**src/csrc_pkg.sv**
```systemverilog
// Constants, field layouts and carrier types for the character shift,
// rotate and compare unit. Assumes 25-bit words, bit 25 (index 24) the sign.
package csrc_pkg;

  localparam int unsigned WORD_W   = 25;
  localparam int unsigned MAG_W    = 24;
  localparam int unsigned SIGN_POS = 24;
  localparam int unsigned CHAR_W   = 6;
  localparam int unsigned CNT_W    = 10;
  localparam int unsigned NUM_AR   = 4;
  localparam int unsigned IDX_W    = 2;
  localparam int unsigned LAT_W    = 3;

  // Operation codes, octal as printed: 43, 44, 54, 55, 56, 57
  localparam logic [5:0] OP_CHAR_SHL     = 6'h23;
  localparam logic [5:0] OP_BIT_ROR      = 6'h24;
  localparam logic [5:0] OP_CMP_ALG      = 6'h2c;
  localparam logic [5:0] OP_CMP_ABS      = 6'h2d;
  localparam logic [5:0] OP_CMP_ZEROS    = 6'h2e;
  localparam logic [5:0] OP_CMP_CONTAIN  = 6'h2f;

  // Cycle counts per operation
  localparam logic [LAT_W-1:0] LAT_SHL   = 3'h3;
  localparam logic [LAT_W-1:0] LAT_ROT   = 3'h4;
  localparam logic [LAT_W-1:0] LAT_CMP   = 3'h2;
  localparam logic [LAT_W-1:0] LAT_OTHER = 3'h2;
  localparam logic [LAT_W-1:0] LAT_LAST  = 3'h1;
  localparam logic [LAT_W-1:0] LAT_ONE   = 3'h1;

  localparam logic [CNT_W-1:0] CHARS_1W  = 10'h004;
  localparam logic [CNT_W-1:0] CHARS_2W  = 10'h008;
  localparam logic [CNT_W-1:0] ROT_MAX   = 10'h019;
  localparam logic [CNT_W-1:0] ROT_MOD   = 10'h019;

  localparam logic [WORD_W-1:0] WORD_RST = 25'h0000000;

  // Instruction word, bits 25..1 mapped onto [24:0]
  typedef struct packed {
    logic             ind;
    logic [3:0]       xreg;
    logic [5:0]       opcode;
    logic [3:0]       accumulator_select;
    logic [CNT_W-1:0] cnt;
  } csrc_instr_t;

  typedef struct packed {
    logic [WORD_W-1:0] hi;
    logic [WORD_W-1:0] lo;
  } csrc_dword_t;

  typedef struct packed {
    logic gt;
    logic lt;
    logic eq;
  } csrc_ind_t;

  typedef enum logic [0:0] {
    ST_IDLE = 1'b0,
    ST_EXEC = 1'b1
  } csrc_state_t;

endpackage

```
**src/csrc_ar_file.sv**
```systemverilog
// Four arithmetic registers with two registered read ports and two write
// ports. Assumes one clock; port B wins a same-index write collision.
`timescale 1ns/100ps
`default_nettype none

module csrc_ar_file (
  // Clock and reset
  input  wire logic                            sys_clk,
  input  wire logic                            sys_rst,
  // Read ports
  input  wire logic [csrc_pkg::IDX_W-1:0]      rd_a_idx,
  input  wire logic [csrc_pkg::IDX_W-1:0]      rd_b_idx,
  output logic      [csrc_pkg::WORD_W-1:0]     rd_a_data_ff,
  output logic      [csrc_pkg::WORD_W-1:0]     rd_b_data_ff,
  // Write ports
  input  wire logic                            wr_a_en,
  input  wire logic [csrc_pkg::IDX_W-1:0]      wr_a_idx,
  input  wire logic [csrc_pkg::WORD_W-1:0]     wr_a_data,
  input  wire logic                            wr_b_en,
  input  wire logic [csrc_pkg::IDX_W-1:0]      wr_b_idx,
  input  wire logic [csrc_pkg::WORD_W-1:0]     wr_b_data
);

  logic [csrc_pkg::WORD_W-1:0] mem_ff [csrc_pkg::NUM_AR];

  genvar gi;
  generate
    for (gi = 0; gi < csrc_pkg::NUM_AR; gi++) begin : g_reg
      always_ff @(posedge sys_clk or posedge sys_rst) begin
        if (sys_rst) begin
          mem_ff[gi] <= csrc_pkg::WORD_RST;
        end else if (wr_b_en && (wr_b_idx == gi[csrc_pkg::IDX_W-1:0])) begin
          mem_ff[gi] <= wr_b_data;
        end else if (wr_a_en && (wr_a_idx == gi[csrc_pkg::IDX_W-1:0])) begin
          mem_ff[gi] <= wr_a_data;
        end
      end
    end
  endgenerate

  always_ff @(posedge sys_clk or posedge sys_rst) begin
    if (sys_rst) begin
      rd_a_data_ff <= csrc_pkg::WORD_RST;
      rd_b_data_ff <= csrc_pkg::WORD_RST;
    end else begin
      rd_a_data_ff <= mem_ff[rd_a_idx];
      rd_b_data_ff <= mem_ff[rd_b_idx];
    end
  end

endmodule

`default_nettype wire

```
**src/csrc_unit.sv**
```systemverilog
// Execution unit for character left shift, bit rotate right and the four
// memory-operand comparisons. Assumes the sequencer has already resolved
// indirect addressing and supplies the fetched memory operand with the
// instruction; all inputs are on sys_clk.
`timescale 1ns/100ps
`default_nettype none

module csrc_unit (
  // Clock and reset
  input  wire logic                                sys_clk,
  input  wire logic                                sys_rst,
  // Instruction from sequencer
  input  wire logic                                instr_valid,
  input  wire logic [csrc_pkg::WORD_W-1:0]         instr_word,
  input  wire csrc_pkg::csrc_dword_t               mem_opnd,
  input  wire logic                                fs_en,
  input  wire csrc_pkg::csrc_dword_t               fs_mask,
  // Register load and readback
  input  wire logic                                ext_wr_en,
  input  wire logic [csrc_pkg::IDX_W-1:0]          ext_wr_idx,
  input  wire logic [csrc_pkg::WORD_W-1:0]         ext_wr_data,
  input  wire logic [csrc_pkg::IDX_W-1:0]          ext_rd_idx,
  output logic      [csrc_pkg::WORD_W-1:0]         ar_rd_data_ff,
  // Status
  output logic                                     busy_ff,
  output logic                                     done_ff,
  output csrc_pkg::csrc_ind_t                      ind_ff,
  output logic                                     parity_err_ff,
  output logic                                     rot_err_ff,
  output logic                                     op_err_ff,
  output logic                                     err_irq_ff
);

  // Number of registers named by the positional field
  function automatic logic [2:0] ar_count(input logic [3:0] sel);
    ar_count = {2'b00, sel[0]} + {2'b00, sel[1]} + {2'b00, sel[2]} + {2'b00, sel[3]};
  endfunction

  // Highest-numbered register named: carries the high-order characters
  function automatic logic [csrc_pkg::IDX_W-1:0] ar_hi_idx(input logic [3:0] sel);
    ar_hi_idx = sel[3] ? 2'h3 : (sel[2] ? 2'h2 : (sel[1] ? 2'h1 : 2'h0));
  endfunction

  function automatic logic [csrc_pkg::IDX_W-1:0] ar_lo_idx(input logic [3:0] sel);
    ar_lo_idx = sel[0] ? 2'h0 : (sel[1] ? 2'h1 : (sel[2] ? 2'h2 : 2'h3));
  endfunction

  function automatic logic [csrc_pkg::LAT_W-1:0] lat_of(input logic [5:0] op);
    case (op)
      csrc_pkg::OP_CHAR_SHL:    lat_of = csrc_pkg::LAT_SHL;
      csrc_pkg::OP_BIT_ROR:     lat_of = csrc_pkg::LAT_ROT;
      csrc_pkg::OP_CMP_ALG,
      csrc_pkg::OP_CMP_ABS,
      csrc_pkg::OP_CMP_ZEROS,
      csrc_pkg::OP_CMP_CONTAIN: lat_of = csrc_pkg::LAT_CMP;
      default:                  lat_of = csrc_pkg::LAT_OTHER;
    endcase
  endfunction

  // Strip both signs; single-word operands use the low word only
  function automatic logic [2*csrc_pkg::MAG_W-1:0] mag_of(input csrc_pkg::csrc_dword_t d,
                                                         input logic two);
    if (two) begin
      mag_of = {d.hi[csrc_pkg::MAG_W-1:0], d.lo[csrc_pkg::MAG_W-1:0]};
    end else begin
      mag_of = {{csrc_pkg::MAG_W{1'b0}}, d.lo[csrc_pkg::MAG_W-1:0]};
    end
  endfunction

  csrc_pkg::csrc_state_t  state_ff;
  csrc_pkg::csrc_instr_t  op_ff;
  csrc_pkg::csrc_instr_t  instr_in;
  csrc_pkg::csrc_dword_t  opnd_ff;
  csrc_pkg::csrc_dword_t  mask_ff;
  logic [csrc_pkg::LAT_W-1:0] lat_ff;
  logic [csrc_pkg::IDX_W-1:0] hi_idx_ff;
  logic [csrc_pkg::IDX_W-1:0] lo_idx_ff;
  logic                       two_ff;
  logic                       sel_bad_ff;
  logic                       rd_ext_ff;

  logic                       accept;
  logic                       commit;
  logic [csrc_pkg::IDX_W-1:0] rd_a_idx;
  logic [csrc_pkg::IDX_W-1:0] rd_b_idx;
  logic [csrc_pkg::WORD_W-1:0] rd_a_data;
  logic [csrc_pkg::WORD_W-1:0] rd_b_data;

  assign instr_in = csrc_pkg::csrc_instr_t'(instr_word);
  assign accept   = instr_valid && (state_ff == csrc_pkg::ST_IDLE);
  assign commit   = (state_ff == csrc_pkg::ST_EXEC) && (lat_ff == csrc_pkg::LAT_LAST);

  // Operand reads start in the accept cycle so data is ready one edge later
  always_comb begin
    if (state_ff == csrc_pkg::ST_EXEC) begin
      rd_a_idx = hi_idx_ff;
      rd_b_idx = lo_idx_ff;
    end else if (instr_valid) begin
      rd_a_idx = ar_hi_idx(instr_in.accumulator_select);
      rd_b_idx = ar_lo_idx(instr_in.accumulator_select);
    end else begin
      rd_a_idx = ext_rd_idx;
      rd_b_idx = ext_rd_idx;
    end
  end

  // Sequencing
  always_ff @(posedge sys_clk or posedge sys_rst) begin
    if (sys_rst) begin
      state_ff <= csrc_pkg::ST_IDLE;
      lat_ff   <= csrc_pkg::LAT_ONE;
      busy_ff  <= 1'b0;
      done_ff  <= 1'b0;
    end else begin
      done_ff <= commit;
      case (state_ff)
        csrc_pkg::ST_IDLE: begin
          if (accept) begin
            state_ff <= csrc_pkg::ST_EXEC;
            lat_ff   <= lat_of(instr_in.opcode);
            busy_ff  <= 1'b1;
          end
        end
        csrc_pkg::ST_EXEC: begin
          if (commit) begin
            state_ff <= csrc_pkg::ST_IDLE;
            busy_ff  <= 1'b0;
          end else begin
            lat_ff <= lat_ff - csrc_pkg::LAT_ONE;
          end
        end
        default: begin
          state_ff <= csrc_pkg::ST_IDLE;
          busy_ff  <= 1'b0;
        end
      endcase
    end
  end

  // Latched instruction and operand selection
  always_ff @(posedge sys_clk or posedge sys_rst) begin
    if (sys_rst) begin
      op_ff      <= '0;
      opnd_ff    <= '0;
      mask_ff    <= '0;
      hi_idx_ff  <= '0;
      lo_idx_ff  <= '0;
      two_ff     <= 1'b0;
      sel_bad_ff <= 1'b0;
    end else if (accept) begin
      op_ff      <= instr_in;
      opnd_ff    <= mem_opnd;
      // Selection narrows only comparisons; shifts see the whole word
      mask_ff    <= fs_en ? fs_mask : '1;
      hi_idx_ff  <= ar_hi_idx(instr_in.accumulator_select);
      lo_idx_ff  <= ar_lo_idx(instr_in.accumulator_select);
      two_ff     <= (ar_count(instr_in.accumulator_select) == 3'h2);
      sel_bad_ff <= (ar_count(instr_in.accumulator_select) == 3'h0) ||
                    (ar_count(instr_in.accumulator_select) > 3'h2);
    end
  end

  // Character left shift over one or two words
  logic [2*csrc_pkg::MAG_W-1:0] shl_src;
  logic [2*csrc_pkg::MAG_W-1:0] shl_res;
  logic [5:0]                   shl_amt;
  logic                         shl_err;

  // Higher-numbered register is the high word; the program keeps it so
  assign shl_src = mag_of('{hi: rd_a_data, lo: rd_b_data}, two_ff);
  assign shl_amt = 6'(op_ff.cnt[2:0] * csrc_pkg::CHAR_W);
  // Counts past the operand leave nothing but fill characters
  assign shl_res = (op_ff.cnt >= csrc_pkg::CHARS_2W) ? '0 : (shl_src << shl_amt);
  assign shl_err = op_ff.cnt > (two_ff ? csrc_pkg::CHARS_2W : csrc_pkg::CHARS_1W);

  logic [csrc_pkg::WORD_W-1:0] shl_hi;
  logic [csrc_pkg::WORD_W-1:0] shl_lo;

  assign shl_hi = {rd_a_data[csrc_pkg::SIGN_POS], shl_res[2*csrc_pkg::MAG_W-1:csrc_pkg::MAG_W]};
  assign shl_lo = {rd_b_data[csrc_pkg::SIGN_POS], shl_res[csrc_pkg::MAG_W-1:0]};

  // Bit rotate right; counts above the word length wrap modulo the length
  logic [4:0]                    rot_amt;
  logic [2*csrc_pkg::WORD_W-1:0] rot_dbl;
  logic [csrc_pkg::WORD_W-1:0]   rot_res;
  logic                          rot_err;

  assign rot_amt = 5'(op_ff.cnt % csrc_pkg::ROT_MOD);
  assign rot_dbl = {rd_b_data, rd_b_data} >> rot_amt;
  assign rot_res = rot_dbl[csrc_pkg::WORD_W-1:0];
  assign rot_err = (op_ff.cnt > csrc_pkg::ROT_MAX) || two_ff;

  // Comparisons, all on masked copies so operands are never rewritten
  csrc_pkg::csrc_dword_t        reg_v;
  csrc_pkg::csrc_dword_t        mem_v;
  logic [2*csrc_pkg::MAG_W-1:0] reg_mag;
  logic [2*csrc_pkg::MAG_W-1:0] mem_mag;
  logic                         reg_neg;
  logic                         mem_neg;
  logic [2*csrc_pkg::WORD_W-1:0] contain_miss;
  logic [2*csrc_pkg::WORD_W-1:0] zero_miss;
  csrc_pkg::csrc_ind_t          cmp_res;

  always_comb begin
    reg_v.hi = two_ff ? (rd_a_data & mask_ff.hi) : csrc_pkg::WORD_RST;
    reg_v.lo = rd_b_data & mask_ff.lo;
    mem_v.hi = two_ff ? (opnd_ff.hi & mask_ff.hi) : csrc_pkg::WORD_RST;
    mem_v.lo = opnd_ff.lo & mask_ff.lo;
  end

  assign reg_mag      = mag_of(reg_v, two_ff);
  assign mem_mag      = mag_of(mem_v, two_ff);
  assign reg_neg      = reg_v.lo[csrc_pkg::SIGN_POS];
  assign mem_neg      = mem_v.lo[csrc_pkg::SIGN_POS];
  assign contain_miss = reg_v & ~mem_v;
  assign zero_miss    = reg_v & mem_v;

  always_comb begin
    cmp_res = '0;
    case (op_ff.opcode)
      csrc_pkg::OP_CMP_ABS: begin
        cmp_res.gt = reg_mag > mem_mag;
        cmp_res.lt = reg_mag < mem_mag;
        cmp_res.eq = reg_mag == mem_mag;
      end
      csrc_pkg::OP_CMP_ALG: begin
        if (reg_neg != mem_neg) begin
          // Sign alone decides, so plus zero beats minus zero
          cmp_res.gt = !reg_neg;
          cmp_res.lt = reg_neg;
        end else if (!reg_neg) begin
          cmp_res.gt = reg_mag > mem_mag;
          cmp_res.lt = reg_mag < mem_mag;
          cmp_res.eq = reg_mag == mem_mag;
        end else begin
          cmp_res.gt = reg_mag < mem_mag;
          cmp_res.lt = reg_mag > mem_mag;
          cmp_res.eq = reg_mag == mem_mag;
        end
      end
      csrc_pkg::OP_CMP_CONTAIN: begin
        cmp_res.eq = (contain_miss == '0);
        cmp_res.gt = (contain_miss != '0);
      end
      csrc_pkg::OP_CMP_ZEROS: begin
        cmp_res.eq = (zero_miss == '0);
        cmp_res.gt = (zero_miss != '0);
      end
      default: cmp_res = '0;
    endcase
  end

  logic is_cmp;
  assign is_cmp = (op_ff.opcode == csrc_pkg::OP_CMP_ABS) || (op_ff.opcode == csrc_pkg::OP_CMP_ALG) ||
                  (op_ff.opcode == csrc_pkg::OP_CMP_CONTAIN) || (op_ff.opcode == csrc_pkg::OP_CMP_ZEROS);

  // Indicators persist; only a completed comparison replaces them
  always_ff @(posedge sys_clk or posedge sys_rst) begin
    if (sys_rst) begin
      ind_ff <= '0;
    end else if (commit && is_cmp && !sel_bad_ff) begin
      ind_ff <= cmp_res;
    end
  end

  // Write-back: port A serves register loads while idle
  logic                        wr_a_en;
  logic [csrc_pkg::IDX_W-1:0]  wr_a_idx;
  logic [csrc_pkg::WORD_W-1:0] wr_a_data;
  logic                        wr_b_en;
  logic                        shl_wb;
  logic                        rot_wb;

  assign shl_wb = commit && (op_ff.opcode == csrc_pkg::OP_CHAR_SHL) && !sel_bad_ff;
  assign rot_wb = commit && (op_ff.opcode == csrc_pkg::OP_BIT_ROR) && !sel_bad_ff && !two_ff;

  always_comb begin
    if (shl_wb) begin
      wr_a_en   = 1'b1;
      wr_a_idx  = lo_idx_ff;
      wr_a_data = shl_lo;
    end else if (rot_wb) begin
      wr_a_en   = 1'b1;
      wr_a_idx  = lo_idx_ff;
      wr_a_data = rot_res;
    end else begin
      wr_a_en   = ext_wr_en && (state_ff == csrc_pkg::ST_IDLE) && !instr_valid;
      wr_a_idx  = ext_wr_idx;
      wr_a_data = ext_wr_data;
    end
  end

  assign wr_b_en = shl_wb && two_ff;

  csrc_ar_file u_ar_file (
    .sys_clk      (sys_clk),
    .sys_rst      (sys_rst),
    .rd_a_idx     (rd_a_idx),
    .rd_b_idx     (rd_b_idx),
    .rd_a_data_ff (rd_a_data),
    .rd_b_data_ff (rd_b_data),
    .wr_a_en      (wr_a_en),
    .wr_a_idx     (wr_a_idx),
    .wr_a_data    (wr_a_data),
    .wr_b_en      (wr_b_en),
    .wr_b_idx     (hi_idx_ff),
    .wr_b_data    (shl_hi)
  );

  // Error reporting; the oversize shift still writes its result
  always_ff @(posedge sys_clk or posedge sys_rst) begin
    if (sys_rst) begin
      parity_err_ff <= 1'b0;
      rot_err_ff    <= 1'b0;
      op_err_ff     <= 1'b0;
      err_irq_ff    <= 1'b0;
    end else begin
      parity_err_ff <= shl_wb && shl_err;
      rot_err_ff    <= commit && (op_ff.opcode == csrc_pkg::OP_BIT_ROR) && rot_err;
      op_err_ff     <= commit && (sel_bad_ff ||
                                  (!is_cmp && (op_ff.opcode != csrc_pkg::OP_CHAR_SHL) &&
                                   (op_ff.opcode != csrc_pkg::OP_BIT_ROR)));
      err_irq_ff    <= shl_wb && shl_err;
    end
  end

  // Readback of a register, two cycles after its index is presented
  always_ff @(posedge sys_clk or posedge sys_rst) begin
    if (sys_rst) begin
      rd_ext_ff     <= 1'b0;
      ar_rd_data_ff <= csrc_pkg::WORD_RST;
    end else begin
      rd_ext_ff <= (state_ff == csrc_pkg::ST_IDLE) && !instr_valid;
      if (rd_ext_ff) begin
        ar_rd_data_ff <= rd_a_data;
      end
    end
  end

endmodule

`default_nettype wire

```
**config.mk**
```make
export PLATFORM = sky130hd
export DESIGN_NAME = csrc_unit
export DESIGN_NICKNAME = d
export VERILOG_FILES = /design/src/csrc_pkg.sv /design/src/csrc_ar_file.sv /design/src/csrc_unit.sv
export SDC_FILE = /design/constraint.sdc
export NUM_CORES = 1
export LEC_CHECK = 0
export BUFFER_PORTS_ARGS = -buffer_cell sky130_fd_sc_hd__buf_2
export CAP_MARGIN = 25
export CORE_ASPECT_RATIO = 0.6
export CORE_UTILIZATION = 30
export CTS_CLUSTER_SIZE = 28
export DETAILED_ROUTE_END_ITERATION = 7
export PLACE_DENSITY_LB_ADDON = 0.05
export RECOVER_POWER = 25
export SLEW_MARGIN = 10
export SYNTH_ARGS = -nofsm -noshare
export SYNTH_HDL_FRONTEND = slang
export SYNTH_SLANG_ARGS = --single-unit
```
**constraint.sdc**
```tcl
create_clock -name sys_clk -period 14.9 [get_ports sys_clk]
set_input_delay 1.49 -clock sys_clk [delete_from_list [all_inputs] [get_ports sys_clk]]
set_output_delay 1.49 -clock sys_clk [all_outputs]
set_load 0.02 [all_outputs]
```
==> run_results.csv, run 1 <==
group,metric,value,unit
clock_tree,post_cts_buffers,0,
sta,hold_viol_final,0,
placement,hpwl,80600,um
sta,post-route-period-util,0.661,
sta,slew-limit-headroom,-4.16,
clock_tree,htree_levels,2,
placement,place_area,0.0257,mm^2
floorplan,pin_count,193,
clock_tree,cts_tree,"built",
floorplan,rows,79,
synthesis,yosysWarnings,0,
worst_setup_path,crit_fanout,28,
sta,skew,0.0332,ns
worst_setup_path,crit_slowest_cell,"nor4_1",
worst_setup_path,start_kind,"flip-flop",
layout,final_area,0.0271,mm^2
route,avgRoutedWirePerCell,27.7,um
synthesis,synth_cells,2745,
route,dr_total_vias,23200,
clock_tree,cts_made_buffers,37,
layout,layout.nets,3120,
clock_tree,clk-insertion-delay-late,0.60,ns
clock_tree,hold_buffers,0,
status,status,"complete, but fails checks",
worst_setup_path,criticalPathCategory,"flip-flop to flip-flop",
grt,antenna_found_initial,5,
floorplan,start_util,0.304,
worst_setup_path,critPathCaptureType,"flip-flop",
worst_setup_path,cp_num_buf_inv,3,
flow_run,maxCapViolCount,3,
synthesis,syn_area_per_cell,8.59,um^2
clock_tree,post_cts_resize_count,0,
clock_tree,cts_root_buf,"clkbuf_16",
sta,clock.fmax,0.102,GHz
synthesis,ys_ff_latch,310,
floorplan,die_h,219,um
grt,grt_overflow,0,
worst_setup_path,critPathArrivalTime,10.28,ns
clock_tree,clk_pin_slew,0.06,ns
clock_tree,clockBufferDepth,3,
floorplan,core,0.0777,mm^2
synthesis,synth_nets,3020,
floorplan,design.die.area,0.0798,mm^2
sta,finalSetupTns,0,ns
route,ant_nets,0,
grt,grt_pass1_wl,157000,um
synthesis,synth_cell_types,108,
synthesis,synth.cell_area,0.0236,mm^2
clock_tree,clkSinkCount,310,
grt,grt_max_degree,184,
worst_setup_path,cpLargestDelayFamily,"compound AO/OA/AOI/OAI gates",
synthesis,seq_area_frac_synth,0.329,
worst_setup_path,cpMostUsedCell,"a21oi_1",
grt,grt_usage,0.269,
synthesis,synthFlopType,"dfrtp_1",
worst_setup_path,critical_path_required,15.33,ns
sta,slew_viol_final,353,
sta,period_needed,9.84,ns
placement,port_buffers,187,
min_path,hp-class,"flip-flop to flip-flop",
route,first_pass_iters,6,
synthesis,async_flop_share,1.00,
grt,first_global_vias,22000,
floorplan,fp.dieW,364,um
sta,setup_viol,0,
synthesis,synth_edf_count,0,
sta,worst_pin_slew,7.74,ns
worst_setup_path,max_stage_delay,0.94,ns
route,first_iter_violations,2774,
route,drt-vias-per-instance,5.91,
route,drc_errors,0,
placement,routabilityCongestion,0.929,
layout,drive_above_1_share,0.179,
route,wl,109000,um
sta,rsz0062_at_grt,"no",
status,violations,"max-capacitance violations, max-slew violations",
layout,syn_to_final_growth,14.8,%
registers in the layout (all words and copies together) (netlist names), 2 cells and up:
name,cells
u_ar_file.mem_ff,100
mask_ff,50
opnd_ff,50
ar_rd_data_ff,25
u_ar_file.rd_a_data_ff,25
u_ar_file.rd_b_data_ff,25
op_ff,16
ind_ff,3
lat_ff,3
hi_idx_ff,2
lo_idx_ff,2
final timing paths:
kind	start	to	cells after the start	slack (ns)
max	op_ff[8]	u_ar_file.mem_ff[13]	27	5.06
min	op_ff[19]	op_ff[19]	2	0.47
max reg2reg	op_ff[8]	u_ar_file.mem_ff[13]	27	5.06
min reg2reg	op_ff[19]	op_ff[19]	2	0.47
max in group asynchronous	sys_rst	two_ff	2	9.46
min in group asynchronous	sys_rst	op_err_ff	2	2.50
stage by stage:
step | setup slack [ns] | hold slack (ns) | std cells | utilization
5_1_grt | 4.56 | 0.499 | 3927 | 0.348
2_1_floorplan | 4.84 | 0.438 | 2745 | -
3_5_place_dp | 5.51 | 0.458 | 3856 | 0.331
3_3_place_gp | 5.47 | 0.452 | 3855 | 0.331
6_report | 5.06 | 0.471 | 3934 | 0.349
4_1_cts | 5.49 | 0.473 | 3924 | 0.349
cell usage in the layout, fill, tap and decap left out, types with 8 or more instances in the layout:
master     synthesis  routed
nand2_1          413     412
a22oi_1           21      21
buf_4              8      62
mux2i_1           74      74
nor2b_1           23      23
o31ai_1           36      35
a21o_1            21      21
a211oi_1          41      41
nor4_1            35      34
inv_1            142     141
clkbuf_1         146       8
a21oi_1          111     108
a31oi_1           91      91
a221oi_1          15      15
bufinv_16          0       8
o21ai_0          154     153
nor2_1           198     197
nor3_1            69      67
and3_1            23      23
nand3_1           92      92
a211o_1           11      11
a2111oi_0         14      14
nand4_1           27      27
dfrtp_1          309     307
nand2b_1          20      20
and2_1            45      45
o211ai_1          26      26
ha_1             114     113
mux2_2            55      55
o31a_1            12      12
clkbuf_16          0      38
clkinv_2           0       8
o22ai_1           67      67
or3_1             25      25
mux4_2            72      72
a22o_1            13      12
and3b_1           10      10
buf_2             16     186
o221ai_1          10      10
worst register-to-register path, cell delays in order, from the launching register on:
cell and delay, ns:
dfrtp_1 0.73, a21oi_1 0.18, or3_1 0.44, a21o_1 0.27, a211oi_1 0.49, o21ai_0 0.28
o211ai_1 0.25, nand2_1 0.22, inv_1 0.28, ha_1 0.36, a31oi_2 0.22, a21oi_2 0.43
xnor2_1 0.29, ha_1 0.47, inv_1 0.16, nor2_1 0.29, nand3_1 0.12, a21o_1 0.22
o221a_2 0.41, or2_1 0.28, buf_4 0.26, mux2i_1 0.18, nor4_1 0.94, mux2i_1 0.26
a2bb2oi_1 0.30, o21ai_0 0.41, a21oi_1 0.82, a21oi_1 0.15
Yosys cell counts (all sizes together) (25+ instances only):
cell type	instances	area [um^2]
nor2	203	785
and2	46	290
a31oi	93	594
mux2	57	642
buf	49	272
o31ai	38	304
or3	25	156
a211oi	42	320
mux4	72	1620
nand2	413	1550
o21ai	161	817
o211ai	26	195
nor4	38	257
inv	143	537
nand3	94	488
o22ai	69	444
mux2i	74	741
clkbuf	146	548
nor3	70	355
dfrtp	309	7730
nand4	27	169
ha	114	1430
a21oi	113	581
layer usage:
layer / up-vias / share of wire / track usage
met2: 1052 / 0.41 / 0.383
li1: 10300 / - / -
met5: - / 0.00012 / 0
met3: 131 / 0.080 / 0.0458
met1: 11800 / 0.49 / 0.416
met4: 2 / 0.021 / 0.0608
kinds of logic (layout without fill, tap and decap cells):
group | after synthesis | in the layout | synth area share
fa+ha+maj | 116 | 116 | 0.0622
compound gates | 748 | 748 | 0.218
xor+xnor | 12 | 12 | 0.00509
mux | 203 | 203 | 0.127
buf+inv | 339 | 468 | 0.0577
simple gates | 1017 | 1017 | 0.201
flops | 310 | 310 | 0.329
other cells | 0 | 7 | 0
layout make-up:
cell class / count / area, um^2
Timing Repair Buffer: 256 / 1450
Clock buffer: 44 / 1010
Sequential cell: 310 / 7760
Multi-Input combinational cell: 2096 / 14600
Tap cell: 1053 / 1320
Clock inverter: 24 / 364
Inverter: 144 / 542
Fill cell: 8156 / 50600
Antenna cell: 7 / 17.5
Power of run 1 is not shown: default switching activity piles up to over one toggle a cycle in this logic, so the estimate is an artifact.
==> run 2: changes to the inputs <==
- clock period: 14.9 -> 8.15 ns (I/O delays scaled with it)
==> run 2 against run 1 <==
Against the previous run:
- the flow still finishes with violations (max-capacitance violations, max-slew violations)
- via count rose by 2.0%
- cell area rose by 2.6%
- cell count rose by 2.2%
- register-to-register slack got worse by 4.6 ns
- hold slack got worse by 0.062 ns
- worst setup slack got worse by 4.6 ns
- wire length rose by 0.89%
- fmax rose by 28%
- sequential share of layout area fell by 0.73 points
- clock-buffer cell count rose by 9
- critical endpoint is now u_ar_file.mem_ff[35]
==> run_results.csv, run 2 (same netlist as run 1, synthesis figures left out) <==
group,metric,value,unit
status,status,"complete, but fails checks",
status,violations,"max-capacitance violations, max-slew violations",
placement,dpl.cell_count,3947,
clock_tree,clkSinkCount,310,
layout,max_flop_register,"u_ar_file.mem_ff",
route,first_pass_iters,6,
sta,clock.fmax,0.130,GHz
sta,setup_viol,0,
route,drt-vias-per-instance,5.90,
sta,slew_viol_final,145,
worst_setup_path,max_stage_delay,0.54,ns
sta,finalSetupTns,0,ns
sta,worst_pin_slew,3.85,ns
worst_setup_path,crit_slowest_cell,"dfrtp_1",
sta,rsz0062_at_grt,"no",
layout,finish.utilization,0.358,
floorplan,die_h,219,um
sta,post-route-period-util,0.945,
floorplan,core,0.0777,mm^2
floorplan,pin_count,193,
layout,syn_to_final_growth,17.8,%
layout,mostFrequentLayoutCells,"nand2_1, dfrtp_1, nor2_1",
grt,grt_overflow,0,
clock_tree,cts_made_buffers,38,
flow_run,maxCapViolCount,1,
worst_setup_path,critPathArrivalTime,8.17,ns
sta,slew-limit-headroom,-1.56,
worst_setup_path,start_kind,"flip-flop",
route,dr_total_vias,23700,
clock_tree,clk-insertion-delay-late,0.60,ns
placement,routabilityCongestion,0.988,
layout,top_regs,"u_ar_file.mem_ff: 100 flops, mask_ff: 50 flops, opnd_ff: 50 flops",
grt,grt_pass1_wl,159000,um
floorplan,rows,79,
worst_setup_path,cpMostUsedCell,"buf_4",
clock_tree,cts_root_buf,"clkbuf_16",
layout,fin_cells,4020,
worst_setup_path,cp_num_buf_inv,6,
route,wl,110000,um
grt,grt_usage,0.272,
layout,final_common_cell,"nand2_1",
worst_setup_path,cpLargestDelayFamily,"compound AO/OA/AOI/OAI gates",
layout,drive_above_1_share,0.205,
worst_setup_path,critical_path_required,8.62,ns
clock_tree,cts_tree,"built",
layout,layout.nets,3212,
route,first_iter_violations,2891,
grt,grt_max_degree,180,
route,drc_errors,0,
route,ant_nets,0,
sta,hold_viol_final,0,
worst_setup_path,critPathCaptureType,"flip-flop",
grt,antenna_found_initial,9,
grt,first_global_vias,22400,
sta,finalHoldWorstSlack,0.409,ns
clock_tree,clk_pin_slew,0.06,ns
sta,period_needed,7.70,ns
floorplan,start_util,0.304,
floorplan,design.die.area,0.0798,mm^2
floorplan,fp.dieW,364,um
worst_setup_path,criticalPathCategory,"flip-flop to flip-flop",
placement,port_buffers,187,
route,avgRoutedWirePerCell,27.3,um
layout,largest_register_ffs,100,
clock_tree,htree_levels,2,
sta,skew,0.0274,ns
clock_tree,clockBufferDepth,3,
layout,fill_cells,8086,
worst_setup_path,crit_fanout,13,
min_path,hp-class,"input pin to flip-flop",
placement,hpwl,83200,um
-- run 2: cell count changes in the layout (fill, tap and decap cells not counted), moves of 2 or more --
cell       previous run  this run
clkbuf_8              4         8
nor2_2                4         6
buf_4                62       146
dfrtp_1             307       304
bufinv_16             8         3
clkbuf_1              8        11
diode_2               7         1
nor2_1              197       195
dfrtp_2               2         5
buf_12                1        10
-- run 2: final cells by class --
type / instances / area (um^2) / share of cell area
tap: 1053 / 1320 / 0.0474
sequential: 310 / 7760 / 0.279
clock buffer: 53 / 1090 / 0.0391
clock inverter: 16 / 211 / 0.00761
inverter: 144 / 544 / 0.0196
timing repair buffer: 347 / 2250 / 0.0808
multi-input combinational: 2096 / 14600 / 0.526
antenna: 1 / 2.50 / 0.0000900
-- run 2: final timing paths --
check,startpoint,depth (start not counted),to,slack (ns)
worst min-delay path,mem_opnd[24],3,opnd_ff[24],0.41
worst max register to register,op_ff[5],31,u_ar_file.mem_ff[35],0.45
max in group asynchronous,sys_rst,3,op_ff[0],3.91
worst min register to register,op_ff[19],2,op_ff[19],0.47
min in group asynchronous,sys_rst,3,opnd_ff[23],1.67
worst max-delay path,op_ff[5],31,u_ar_file.mem_ff[35],0.45
-- run 2: what timing repair did --
item / 4_1_cts / 5_1_grt
endpoints found under the setup margin: 0 / 80
resized for setup: 0 / 7
hold buffers: 0 / 0
buffers inserted: 0 / 2
-- run 2: worst reg2reg max path: cells and delay by family, from the launching register on --
kind	cells	cell delay [ns]
XOR/XNOR	1	0.13
flip-flops	1	0.54
buffers and inverters	6	0.98
adder cells (fa/ha/maj)	2	0.52
AND/OR/NAND/NOR	7	1.76
AO/OA/AOI/OAI	13	3.03
multiplexers	2	0.63
-- run 2: layer usage --
layer / GRT usage / routed length, um / vias to the layer above
met5: 0 / 45 / -
met4: 0.0563 / 1840 / 6
met3: 0.0651 / 10400 / 119
met2: 0.375 / 44200 / 1129
met1: 0.419 / 53400 / 12000
li1: - / - / 10500
-- run 2: stage by stage --
stage | cell area, um^2 | setup WS, ns
2_1_floorplan | 23600 | 1.53
3_3_place_gp | 26500 | 0.487
3_5_place_dp | 26500 | 0.379
4_1_cts | 27800 | 0.347
5_1_grt | 27800 | 0.00602
6_report | 27800 | 0.447
Power of run 2 is left out for the same reason.
